**config.mk**
```make
export PLATFORM = sky130hd
export DESIGN_NAME = dbts_trigger_select
export DESIGN_NICKNAME = d
export VERILOG_FILES = /design/src/verilog/dbts_pkg.sv /design/src/verilog/dbts_eval_if.sv /design/src/verilog/dbts_trig_eval.sv /design/src/verilog/dbts_trigger_select.sv
export VERILOG_INCLUDE_DIRS = /design/src /design/src/verilog
export SDC_FILE = /design/constraint.sdc
export NUM_CORES = 1
export LEC_CHECK = 0
export ABC_AREA = 1
export ABC_CLOCK_PERIOD_IN_PS = 2210
export BUFFER_PORTS_ARGS = -buffer_cell sky130_fd_sc_hd__buf_2
export CAP_MARGIN = 10
export CORE_AREA = 2 2 80 82
export CTS_BUF_LIST = sky130_fd_sc_hd__clkbuf_8
export DETAILED_ROUTE_END_ITERATION = 8
export DIE_AREA = 0 0 82 84
export GPL_ROUTABILITY_DRIVEN = 0
export MAX_ROUTING_LAYER = met4
export PLACE_DENSITY = 0.86
export SLEW_MARGIN = 10
export SYNTH_ARGS = -nofsm -noshare
export SYNTH_HDL_FRONTEND = slang
export SYNTH_HIERARCHICAL = 1
export SYNTH_SLANG_ARGS = --single-unit
```
**constraint.sdc**
```tcl
create_clock -name clk -period 2.21 [get_ports clk]
set_clock_uncertainty 0.15 [all_clocks]
set_input_delay 0.1105 -clock clk [delete_from_list [all_inputs] [get_ports clk]]
set_output_delay 0.1105 -clock clk [all_outputs]
set_load 0.01 [all_outputs]
```
**src/verilog/dbts_defines.svh**
```systemverilog
// Register offsets, field positions and reset values of the trigger block.
// Assumes inclusion by bare name from every design file that needs them.
`ifndef DBTS_DEFINES_SVH
`define DBTS_DEFINES_SVH

`define DBTS_OFS_CTRL      8'h00
`define DBTS_OFS_TRIG      8'h04
`define DBTS_OFS_STAT      8'h08

`define DBTS_CTRL_EN_BIT   7
`define DBTS_CTRL_ARM_BIT  6
`define DBTS_CTRL_TAG_BIT  5
`define DBTS_CTRL_BRK_BIT  4
`define DBTS_CTRL_RST      8'h00

`define DBTS_TRIG_TYPE_BIT 7
`define DBTS_TRIG_BEG_BIT  6
`define DBTS_TRIG_MODE_MSB 3
`define DBTS_TRIG_WR_MASK  8'hCF
`define DBTS_TRIG_RST      8'h00

`define DBTS_STAT_AF_BIT   7
`define DBTS_STAT_BF_BIT   6
`define DBTS_STAT_ARM_BIT  5
`define DBTS_STAT_CNT_MSB  3

`endif

```
**src/verilog/dbts_pkg.sv**
```systemverilog
// Types shared by the trigger-select block.
// Assumes nothing of its surroundings.
package dbts_pkg;

    typedef enum logic [3:0] {
        MODE_A_ONLY     = 4'b0000,
        MODE_A_OR_B     = 4'b0001,
        MODE_A_THEN_B   = 4'b0010,
        MODE_EVT_B      = 4'b0011,
        MODE_A_THEN_EVB = 4'b0100,
        MODE_A_AND_B    = 4'b0101,
        MODE_A_NOT_B    = 4'b0110,
        MODE_INSIDE     = 4'b0111,
        MODE_OUTSIDE    = 4'b1000
    } dbts_mode_t;

    typedef enum logic [1:0] {
        RUN_IDLE  = 2'b00,
        RUN_WAIT  = 2'b01,
        RUN_STORE = 2'b10
    } dbts_run_t;

endpackage : dbts_pkg

```
**src/verilog/dbts_eval_if.sv**
```systemverilog
// Carrier between the register/run controller and the trigger evaluator.
// Assumes both ends share one clock.
interface dbts_eval_if;
    logic [3:0] mode;
    logic       tag_sel;
    logic       armed;
    logic       run_start;
    logic       hit_a;
    logic       hit_b;
    logic       access;
    logic       below_a;
    logic       above_b;
    logic       op_exec;
    logic       op_flush;
    logic       trig_hit;
    logic       a_seen;
    logic       b_seen;
    logic       event_only;

    modport ctrl (output mode, tag_sel, armed, run_start, hit_a, hit_b,
                  access, below_a, above_b, op_exec, op_flush,
                  input  trig_hit, a_seen, b_seen, event_only);
    modport eval (input  mode, tag_sel, armed, run_start, hit_a, hit_b,
                  access, below_a, above_b, op_exec, op_flush,
                  output trig_hit, a_seen, b_seen, event_only);
endinterface : dbts_eval_if

```
**src/verilog/dbts_trig_eval.sv**
```systemverilog
// Trigger-mode decode, sequence memory and opcode tracking.
// Assumes comparator hits are one-cycle pulses on the shared clock.
module dbts_trig_eval (
    // Clock and reset
    input  wire logic clk,
    input  wire logic rst_n,
    // Controller side
    dbts_eval_if.eval ev
);

    logic cond;
    logic a_seen_reg;
    logic b_seen_reg;
    logic pend_reg;

    // Mode decode; codes 1001..1111 fall to no trigger
    always_comb begin
        cond = 1'b0;
        case (dbts_pkg::dbts_mode_t'(ev.mode))
            dbts_pkg::MODE_A_ONLY:     cond = ev.hit_a;
            dbts_pkg::MODE_A_OR_B:     cond = ev.hit_a | ev.hit_b;
            dbts_pkg::MODE_A_THEN_B:   cond = ev.hit_b & a_seen_reg;
            dbts_pkg::MODE_EVT_B:      cond = ev.hit_b;
            dbts_pkg::MODE_A_THEN_EVB: cond = ev.hit_b & a_seen_reg;
            dbts_pkg::MODE_A_AND_B:    cond = ev.hit_a & ev.hit_b;
            dbts_pkg::MODE_A_NOT_B:    cond = ev.hit_a & ~ev.hit_b;
            dbts_pkg::MODE_INSIDE:
                cond = ev.access & ~ev.below_a & ~ev.above_b;
            dbts_pkg::MODE_OUTSIDE:
                cond = ev.access & (ev.below_a | ev.above_b);
            default:                   cond = 1'b0;
        endcase
    end

    assign ev.event_only = (ev.mode == 4'b0011) | (ev.mode == 4'b0100);

    // Sticky match memory; a hit in the start cycle survives the clear
    always_ff @(posedge clk or negedge rst_n) begin
        if (!rst_n) begin
            a_seen_reg <= 1'b0;
            b_seen_reg <= 1'b0;
        end else begin
            a_seen_reg <= (a_seen_reg & ~ev.run_start)
                        | ((ev.armed | ev.run_start) & ev.hit_a);
            b_seen_reg <= (b_seen_reg & ~ev.run_start)
                        | ((ev.armed | ev.run_start) & ev.hit_b);
        end
    end

    // Tagged match waits for the opcode to execute or be flushed
    always_ff @(posedge clk or negedge rst_n) begin
        if (!rst_n) begin
            pend_reg <= 1'b0;
        end else if (!ev.armed || !ev.tag_sel || ev.op_flush) begin
            pend_reg <= 1'b0;
        end else if (ev.op_exec) begin
            pend_reg <= cond;
        end else if (cond) begin
            pend_reg <= 1'b1;
        end
    end

    assign ev.trig_hit = ev.armed & (ev.tag_sel ? (pend_reg & ev.op_exec)
                                                : cond);
    assign ev.a_seen = a_seen_reg;
    assign ev.b_seen = b_seen_reg;

endmodule : dbts_trig_eval

```
**src/verilog/dbts_trigger_select.sv**
```systemverilog
// Trigger selection and run control of the on-chip debug unit, with an
// AHB-Lite register slave.
// Assumes comparators, opcode tracker and trace FIFO run on clk.
//
// Implementation choices: register access over AHB-Lite and the placing of the registers.
`include "dbts_defines.svh"

module dbts_trigger_select (
    // Clock and reset
    input  wire logic        clk,
    input  wire logic        reset_n,
    // AHB-Lite slave
    input  wire logic        hsel,
    input  wire logic [31:0] haddr,
    input  wire logic [1:0]  htrans,
    input  wire logic        hwrite,
    input  wire logic [2:0]  hsize,
    input  wire logic [31:0] hwdata,
    input  wire logic        hready,
    output logic             hreadyout,
    output logic [31:0]      hrdata,
    output logic             hresp,
    // Comparators
    input  wire logic        cmp_a_match,
    input  wire logic        cmp_b_match,
    input  wire logic        bus_access,
    input  wire logic        addr_below_a,
    input  wire logic        addr_above_b,
    // Opcode tracker
    input  wire logic        opcode_executed,
    input  wire logic        opcode_flushed,
    // Trace FIFO
    input  wire logic        fifo_full,
    input  wire logic [3:0]  fifo_count,
    // Run outputs
    output logic             trigger_event,
    output logic             capture_enable,
    output logic             begin_trace,
    output logic             break_request,
    output logic             break_tag_type,
    output logic             armed_status_flag
);

    // Reset release
    logic                rst_meta_reg;
    logic                rst_n_reg;

    // Bus pipeline
    logic                wr_pend_reg;
    logic [7:0]          wr_addr_reg;
    logic                addr_take;
    logic [7:0]          rd_byte;

    // Registers
    logic [7:0]          debug_control_reg;
    logic [7:0]          debug_trigger_config;
    logic [7:0]          debug_status_reg;
    logic                armed_reg;
    logic [3:0]          cnt_reg;
    dbts_pkg::dbts_run_t run_reg;

    // Decoded strobes
    logic                wr_ctrl;
    logic                wr_trig;
    logic                arm_req;
    logic                disarm_req;
    logic                run_start;
    logic                begin_eff;
    logic                trig_end;
    logic                full_end;
    logic                run_done;

    dbts_eval_if ev ();

    // Two-flop release of the asynchronous reset
    always_ff @(posedge clk or negedge reset_n) begin
        if (!reset_n) begin
            rst_meta_reg <= 1'b0;
            rst_n_reg    <= 1'b0;
        end else begin
            rst_meta_reg <= 1'b1;
            rst_n_reg    <= rst_meta_reg;
        end
    end

    // Address phase accepted
    assign addr_take = hsel & hready & htrans[1];

    always_ff @(posedge clk or negedge rst_n_reg) begin
        if (!rst_n_reg) begin
            wr_pend_reg <= 1'b0;
            wr_addr_reg <= 8'h00;
        end else begin
            wr_pend_reg <= addr_take & hwrite;
            if (addr_take) begin
                wr_addr_reg <= haddr[7:0];
            end
        end
    end

    // Zero-wait slave, always OKAY
    always_ff @(posedge clk or negedge rst_n_reg) begin
        if (!rst_n_reg) begin
            hreadyout <= 1'b1;
            hresp     <= 1'b0;
        end else begin
            hreadyout <= 1'b1;
            hresp     <= 1'b0;
        end
    end

    // Read mux; unmapped offsets read zero
    always_comb begin
        case (haddr[7:0])
            `DBTS_OFS_CTRL: rd_byte = debug_control_reg;
            `DBTS_OFS_TRIG: rd_byte = debug_trigger_config;
            `DBTS_OFS_STAT: rd_byte = debug_status_reg;
            default:        rd_byte = 8'h00;
        endcase
    end

    always_ff @(posedge clk or negedge rst_n_reg) begin
        if (!rst_n_reg) begin
            hrdata <= 32'h00000000;
        end else if (addr_take && !hwrite) begin
            hrdata <= {24'h000000, rd_byte};
        end
    end

    // Data-phase write strobes; status has none
    assign wr_ctrl = wr_pend_reg & (wr_addr_reg == `DBTS_OFS_CTRL);
    assign wr_trig = wr_pend_reg & (wr_addr_reg == `DBTS_OFS_TRIG)
                   & ~armed_reg;

    // Arm and disarm requests from a control write
    assign arm_req    = wr_ctrl & hwdata[`DBTS_CTRL_EN_BIT]
                      & hwdata[`DBTS_CTRL_ARM_BIT];
    assign disarm_req = wr_ctrl & (~hwdata[`DBTS_CTRL_EN_BIT]
                      | ~hwdata[`DBTS_CTRL_ARM_BIT]);
    assign run_start  = arm_req & ~armed_reg;

    // Control register; arm bit copies the armed state one cycle late, held during control writes
    always_ff @(posedge clk or negedge rst_n_reg) begin
        if (!rst_n_reg) begin
            debug_control_reg <= `DBTS_CTRL_RST;
        end else if (wr_ctrl) begin
            debug_control_reg[`DBTS_CTRL_EN_BIT]  <= hwdata[`DBTS_CTRL_EN_BIT];
            debug_control_reg[`DBTS_CTRL_TAG_BIT] <= hwdata[`DBTS_CTRL_TAG_BIT];
            debug_control_reg[`DBTS_CTRL_BRK_BIT] <= hwdata[`DBTS_CTRL_BRK_BIT];
            debug_control_reg[3:0]                <= hwdata[3:0];
        end else begin
            debug_control_reg[`DBTS_CTRL_ARM_BIT] <= armed_reg;
        end
    end

    // Trigger configuration; bits 5:4 masked to zero
    always_ff @(posedge clk or negedge rst_n_reg) begin
        if (!rst_n_reg) begin
            debug_trigger_config <= `DBTS_TRIG_RST;
        end else if (wr_trig) begin
            debug_trigger_config <= hwdata[7:0]
                                  & `DBTS_TRIG_WR_MASK;
        end
    end

    // Evaluator hookup
    assign ev.mode      = debug_trigger_config[`DBTS_TRIG_MODE_MSB:0];
    assign ev.tag_sel   = debug_trigger_config[`DBTS_TRIG_TYPE_BIT];
    assign ev.armed     = armed_reg;
    assign ev.run_start = run_start;
    assign ev.hit_a     = cmp_a_match;
    assign ev.hit_b     = cmp_b_match;
    assign ev.access    = bus_access;
    assign ev.below_a   = addr_below_a;
    assign ev.above_b   = addr_above_b;
    assign ev.op_exec   = opcode_executed;
    assign ev.op_flush  = opcode_flushed;

    dbts_trig_eval u_eval (
        .clk   (clk),
        .rst_n (rst_n_reg),
        .ev    (ev.eval)
    );

    // Capture style; event-only modes force begin trace
    assign begin_eff = debug_trigger_config[`DBTS_TRIG_BEG_BIT]
                     | ev.event_only;

    // Run completion events
    assign trig_end = (run_reg == dbts_pkg::RUN_WAIT) & ev.trig_hit
                    & ~begin_eff;
    assign full_end = (run_reg == dbts_pkg::RUN_STORE) & fifo_full;
    assign run_done = trig_end | full_end;

    // Run state
    always_ff @(posedge clk or negedge rst_n_reg) begin
        if (!rst_n_reg) begin
            run_reg <= dbts_pkg::RUN_IDLE;
        end else if (disarm_req) begin
            run_reg <= dbts_pkg::RUN_IDLE;
        end else begin
            case (run_reg)
                dbts_pkg::RUN_IDLE: begin
                    if (run_start) begin
                        run_reg <= dbts_pkg::RUN_WAIT;
                    end
                end
                dbts_pkg::RUN_WAIT: begin
                    if (ev.trig_hit) begin
                        run_reg <= begin_eff ? dbts_pkg::RUN_STORE
                                             : dbts_pkg::RUN_IDLE;
                    end
                end
                dbts_pkg::RUN_STORE: begin
                    if (fifo_full) begin
                        run_reg <= dbts_pkg::RUN_IDLE;
                    end
                end
                default: run_reg <= dbts_pkg::RUN_IDLE;
            endcase
        end
    end

    // Armed flag: software sets, completion or software clears
    always_ff @(posedge clk or negedge rst_n_reg) begin
        if (!rst_n_reg) begin
            armed_reg <= 1'b0;
        end else if (disarm_req || run_done) begin
            armed_reg <= 1'b0;
        end else if (run_start) begin
            armed_reg <= 1'b1;
        end
    end

    // Valid count cleared at start, captured at completion
    always_ff @(posedge clk or negedge rst_n_reg) begin
        if (!rst_n_reg) begin
            cnt_reg <= 4'h0;
        end else if (run_start) begin
            cnt_reg <= 4'h0;
        end else if (run_done || (disarm_req && armed_reg)) begin
            cnt_reg <= fifo_count;
        end
    end

    // Status image; bus writes never reach it
    always_comb begin
        debug_status_reg                      = 8'h00;
        debug_status_reg[`DBTS_STAT_AF_BIT]   = ev.a_seen;
        debug_status_reg[`DBTS_STAT_BF_BIT]   = ev.b_seen;
        debug_status_reg[`DBTS_STAT_ARM_BIT]  = armed_reg;
        debug_status_reg[`DBTS_STAT_CNT_MSB:0] = cnt_reg;
    end

    // Registered run outputs
    always_ff @(posedge clk or negedge rst_n_reg) begin
        if (!rst_n_reg) begin
            trigger_event     <= 1'b0;
            capture_enable    <= 1'b0;
            begin_trace       <= 1'b0;
            armed_status_flag <= 1'b0;
            break_tag_type    <= 1'b0;
        end else begin
            trigger_event     <= (run_reg == dbts_pkg::RUN_WAIT)
                               & ev.trig_hit & ~disarm_req;
            capture_enable    <= begin_eff
                               ? (run_reg == dbts_pkg::RUN_STORE)
                               : (run_reg == dbts_pkg::RUN_WAIT);
            begin_trace       <= begin_eff;
            armed_status_flag <= armed_reg;
            break_tag_type    <= debug_control_reg[`DBTS_CTRL_TAG_BIT];
        end
    end

    // Break request one pulse at run end, if enabled
    always_ff @(posedge clk or negedge rst_n_reg) begin
        if (!rst_n_reg) begin
            break_request <= 1'b0;
        end else begin
            break_request <= debug_control_reg[`DBTS_CTRL_BRK_BIT]
                           & run_done & ~disarm_req;
        end
    end

endmodule : dbts_trigger_select

```
Yosys cells after proc, flatten, opt, wreduce, memory -nomap -nowiden. Cells that the tools add are included.

Flip-flop bits (word level): 49. Input port bits: 86. Word-level logic and storage cells: 117. Output and inout bits: 40.

Bitwise operators: 46. Multiplexer cells: 17. Reduce and logical (&&, ||, !) cells: 18. Equality and inequality tests: 16.

Operators by type and width (number): 1-bit bitwise AND (28); 8-bit one-hot mux with 3 select lines (1); 4-bit by 3-bit equality test with 1-bit output (second input constant) (4); 8-bit by 3-bit equality test with 1-bit output (second input constant) (2); 8-bit logical NOT (2); 2-bit 2-to-1 mux (5); 1-bit NOT (9); 1-bit OR (9); 4-bit by 2-bit equality test with 1-bit output (second input constant) (2); 8-bit by 4-bit equality test with 1-bit output (second input constant) (1); 4-bit 2-to-1 mux (2); 1-bit one-hot mux with 8 select lines (1); 1-bit 2-to-1 mux (7); 3-bit inequality test (second input constant) (2); 2-bit one-hot mux with 3 select lines (1); 4-bit by 1-bit equality test with 1-bit output (second input constant) (1); 4-bit equality test (second input constant) (1); 4-bit logical NOT (1); 1-bit logical OR (4); 2-bit nonzero test (2); 1-bit logical NOT (3); 3-bit by 2-bit inequality test with 1-bit output (second input constant) (1); 3-bit AND reduction (1); 3-bit nonzero test (1); 5 further kinds (6).

Longest topological paths before layout.
Depth in word-level cells: 12. Mapped depth: 15. Gate-level depth less buffers: 15.

Modules after synthesis. Netlist, hierarchy kept.

By module, submodules not included: dbts_trigger_select (area an instance 2326.0 um2, sequential area each 1151.1 um2, cells each 271, instances 1); dbts_trig_eval (area an instance 325.3 um2, sequential area each 75.1 um2, cells each 61, instances 1).

Worst setup path after synthesis. OpenSTA, ideal clock, no wires.

Path type: reg2reg. From: register debug_trigger_config[0]. To: register cnt_reg[0]. Path buffers: 0. Required time: 1.942 ns. Stages on the path, launching flop included: 15. Library setup time: 0.118 ns. Path slack: 0.413 ns. Arrival time: 1.529 ns. Period minus slack after synthesis: 1.797 ns. Cells stage by stage: dfrtp_1 nand2_1 inv_1 nand3_1 nand2_1 nor2_1 nand2_1 nand2_1 nand2_1 inv_1 nor2_1 a21oi_2 nand2_4 nand3_1 nand2_1.

Cells in the longest elaborated chain, start to end: 10. Elaborated cells between the ends (all ways): 21. Those cells by class: eq/ne: 8; mux: 2; bitwise: 7; reduce/logical: 4.

Ends and longest elaborated chain: from (decl) (RTL line dbts_trigger_select.sv:56) `logic [7:0] debug_trigger_config;`; from (signal assigned) (RTL line dbts_trigger_select.sv:159) `` debug_trigger_config <= `DBTS_TRIG_RST; ``; from (signal assigned) (RTL line dbts_trigger_select.sv:161) `debug_trigger_config <= hwdata[7:0]`; 4-bit by 2-bit equality test with 1-bit output or 4-bit by 3-bit equality test with 1-bit output (tied branches) (RTL line dbts_trig_eval.sv:19) `case (dbts_pkg::dbts_mode_t'(ev.mode))`; 2-bit OR reduction (no line); 1-bit one-hot mux with 8 select lines * (RTL line dbts_trig_eval.sv:19); 1-bit 2-to-1 mux * (RTL line dbts_trig_eval.sv:63) `assign ev.trig_hit = ev.armed & (ev.tag_sel ? (pend_reg & ev.op_exec)`; 1-bit bitwise AND * (RTL line dbts_trig_eval.sv:63); via ev.trig_hit (RTL line dbts_eval_if.sv:15) `logic trig_hit;`; 1-bit bitwise AND * (RTL line dbts_trigger_select.sv:190) `assign trig_end = (run_reg == dbts_pkg::RUN_WAIT) & ev.trig_hit`; 1-bit bitwise AND * (RTL line dbts_trigger_select.sv:191) `& ~begin_eff;`; 1-bit OR * (RTL line dbts_trigger_select.sv:193) `assign run_done = trig_end | full_end;`; 1-bit logical OR * (RTL line dbts_trigger_select.sv:241) `end else if (run_done || (disarm_req && armed_reg)) begin`; 2-bit nonzero test (no line) *; to (signal assigned) (RTL line dbts_trigger_select.sv:242) `cnt_reg <= fifo_count;`; to (decl) (RTL line dbts_trigger_select.sv:59) `logic [3:0] cnt_reg;`.

Mark *: on every way through the listed nets, which the timed path passes. The rest lies on a longest branch. A chain may end at the register's enable or synchronous reset.

Final worst setup path.
From: input cmp_b_match. To: register cnt_reg[3].

Cells in the longest elaborated chain, start to end: 10. Elaborated cells between the ends (all ways): 13. Those cells by class: mux: 2; bitwise: 9; reduce/logical: 2.

Ends and longest elaborated chain: from (decl) (RTL line dbts_trigger_select.sv:25) `input wire logic cmp_b_match,`; 1-bit NOT (RTL line dbts_trig_eval.sv:26) `dbts_pkg::MODE_A_NOT_B: cond = ev.hit_a & ~ev.hit_b;`; 1-bit bitwise AND (RTL line dbts_trig_eval.sv:26); 1-bit one-hot mux with 8 select lines * (RTL line dbts_trig_eval.sv:19); 1-bit 2-to-1 mux * (RTL line dbts_trig_eval.sv:63); 1-bit bitwise AND * (RTL line dbts_trig_eval.sv:63); via ev.trig_hit (RTL line dbts_eval_if.sv:15); 1-bit bitwise AND * (RTL line dbts_trigger_select.sv:190); 1-bit bitwise AND * (RTL line dbts_trigger_select.sv:191); 1-bit OR * (RTL line dbts_trigger_select.sv:193); 1-bit logical OR * (RTL line dbts_trigger_select.sv:241); 2-bit nonzero test (no line) *.

Marked as above.

==> results.tsv <==
metric	value	unit
rsz0062_at_grt	no	
die_h	84	um
drv_slew	0	
power_frac_seq	53.5	%
syn-instance-count	332	
p_clk_share	27.6	%
ant_nets	0	
finalWirelength	5860	um
yosys-top-cells-area	dfrtp_1 46%, nand2_1 14%, buf_4 7.6%	
antenna_cells	0	
drv_cap	0	
fin_crit	1.99	ns
path_max_fanout	7	
use_met3	4.00	%
finalSetupViolations	0	
wl_per_cell	11.9	um
grt_pass1_vias	2233	
swShare	29.6	%
synth_top_area_share	46.2	%
outcome	finished clean	
setup_tns	0	ns
yosysTopAreaCell	dfrtp_1	
areaGrowthSynthToFinish	24.4	%
htreeDepth	2	
drt_iter0_drc	180	
ys_seq_elements	49	
final_core_util	54.1	%
critPathKind	primary input to register	
leakagePower	0.00183	uW
worstSkewPairLatency	0.30	ns
die_area	6890	sq um
internal-power	1470	uW
clkTransAtPathRegs	0.08	ns
die_w	82	um
via_per_inst	4.70	
cts.sinks	49	
drt-pass1-iter-count	4	
numPortBuffers	47	
grt.met1_usage	22.6	%
fmax	501	MHz
dp_hpwl	4260	um
grt_overflow_total	0	
avgSynthCellArea	7.99	sq um
initial_core_util	43.5	%
ir_worst_vdd	0.000359	V
cp.required	2.25	ns
synth-seq-area-share	46.2	%
nets	500	
cp-end-kind	register	
coreArea	6100	sq um
grt-busiest-layer	met2	
netlist_area	2650	sq um
drc	0	
p_sw	619	uW
hold_violations	0	
cts.path.max_buffers	2	
grt_max_degree	48	
ios	126	
drive_above_1_share	23.1	%
relSlewSlack	60.7	%
antenna_found_initial	0	
yosysWarnings	6	
rows	29	
p_comb_share	18.8	%
hold_path.class	primary input to register	
cts_buffers	5	
finalCritPeriodShare	90.2	%
arrival	2.04	ns
power_density	633	nW/um^2
cp-start-kind	primary input	
clock-root-buffer	clkbuf_8	
grtUsageTotal	19.1	%
vias	2311	
yosysUniqueCellTypes	33	
grt.met2_usage	32.0	%
cts_tree	built	
worstMarginPinSlew	0.589	ns
grt_pass1_wl	9860	um
==> stage by stage <==
stage / area (sq um) / cells / setup WS [ns] / total power, uW / hold slack [ns]
finish: 3300 / 492 / 0.216 / 2090 / 0.00553
global route: 3300 / 492 / 0.0135 / 2210 / 0.0551
CTS: 3260 / 490 / 0.0886 / 2090 / 0.00415
detailed placement: 2890 / 455 / 0.108 / 1480 / -0.252
global placement: 2890 / 455 / 0.197 / 1460 / -0.254
floorplan: 2750 / 357 / 0.413 / 1380 / -0.335
==> layout make-up <==
| type | count | area, sq um |
|---|---|---|
| clock buffers | 7 | 96.3 |
| clock inverters | 1 | 5.00 |
| fillers | 567 | 2800 |
| inverters | 41 | 163 |
| multi-input cells | 238 | 1160 |
| flip-flops and latches | 49 | 1230 |
| well taps | 77 | 96.3 |
| repair buffers | 79 | 543 |
==> final timing paths <==
path / from / to / slack, ns / cells after the start
min reg2reg: rst_n_reg / debug_control_reg[1] / 0.21 / 1
max reg2reg: debug_trigger_config[0] / cnt_reg[3] / 0.24 / 14
max in group asynchronous: reset_n / rst_n_reg / 1.28 / 3
max: cmp_b_match / cnt_reg[3] / 0.22 / 16
min: opcode_executed / u_eval/pend_reg / 0.006 / 6
min in group asynchronous: rst_n_reg / debug_control_reg[1] / 0.21 / 1
==> cells in the final DEF (no fill, tap or decap), types with 2 or more instances in the layout <==
master	n
clkinv_2	2
o21ai_0	8
dfrtp_2	4
nand2_1	101
dfrtp_1	45
nand4_1	9
dlygate4sd3_1	27
nand2_4	2
buf_2	47
nand3_1	32
inv_1	34
o21ai_1	7
nor2_2	6
o22ai_1	2
clkbuf_8	7
nor2_1	24
nor2_4	2
nand2_2	3
nand3_4	2
buf_4	5
inv_2	4
conb_1	27
mux2_2	2
==> Yosys cell counts (all sizes together) <==
library cell / number
nand2: 106
dfrtp: 49
inv: 39
nand3: 35
nor2: 33
buf: 28
o21ai: 15
nand4: 10
nor3: 3
a21oi: 2
clkinv: 2
conb: 2
mux2: 2
o22ai: 2
clkbuf: 1
o211ai: 1
o21a: 1
or2: 1
==> metal layers <==
| layer | up-vias | wire [um] |
|---|---|---|
| li1 | 1152 | - |
| met1 | 1065 | 2430 |
| met2 | 79 | 3010 |
| met3 | 15 | 290 |
| met4 | 0 | 127 |
| met5 | - | 0 |
==> repair_timing <==
action | 4_1_cts | 5_1_grt
setup endpoints to repair | 0 | 6
hold endpoints to repair | 40 | 0
hold buffers | 27 | 0
buffers inserted | 0 | 2
resized for setup | 0 | 8
==> worst max-delay path, cell delays in order <==
cell,delay [ns]
dlygate4sd3_1,0.53
buf_2,0.15
nand2_1,0.09
nand2_1,0.05
nand3_1,0.07
nand2_1,0.07
nor2_2,0.12
nand2_1,0.06
nand2_1,0.05
nand2_1,0.07
inv_1,0.09
nor2_2,0.07
a21oi_4,0.28
nand2_4,0.09
nand3_1,0.08
nand2_1,0.06
==> logic make-up (layout without fill, tap and decap cells) <==
kind of cell	count (synthesis)	count (layout)	share of synthesized area, %
and+or+nand+nor	188	188	34.0
DFF	49	49	46.2
AOI/OAI and AO/OA	21	21	4.53
muxes	2	2	0.849
buffers and inverters	70	128	14.1
other	2	27	0.283
==> power groups by stage <==
stage | Combinational, uW | Sequential (uW) | Clock [uW]
final | 394 | 1120 | 577
after global routing | 448 | 1140 | 623
after CTS | 387 | 1120 | 589
after detailed placement | 351 | 1130 | 0
after global placement | 335 | 1130 | 0
after floorplan | 248 | 1130 | 0
Power figures use the tool's default switching activity.
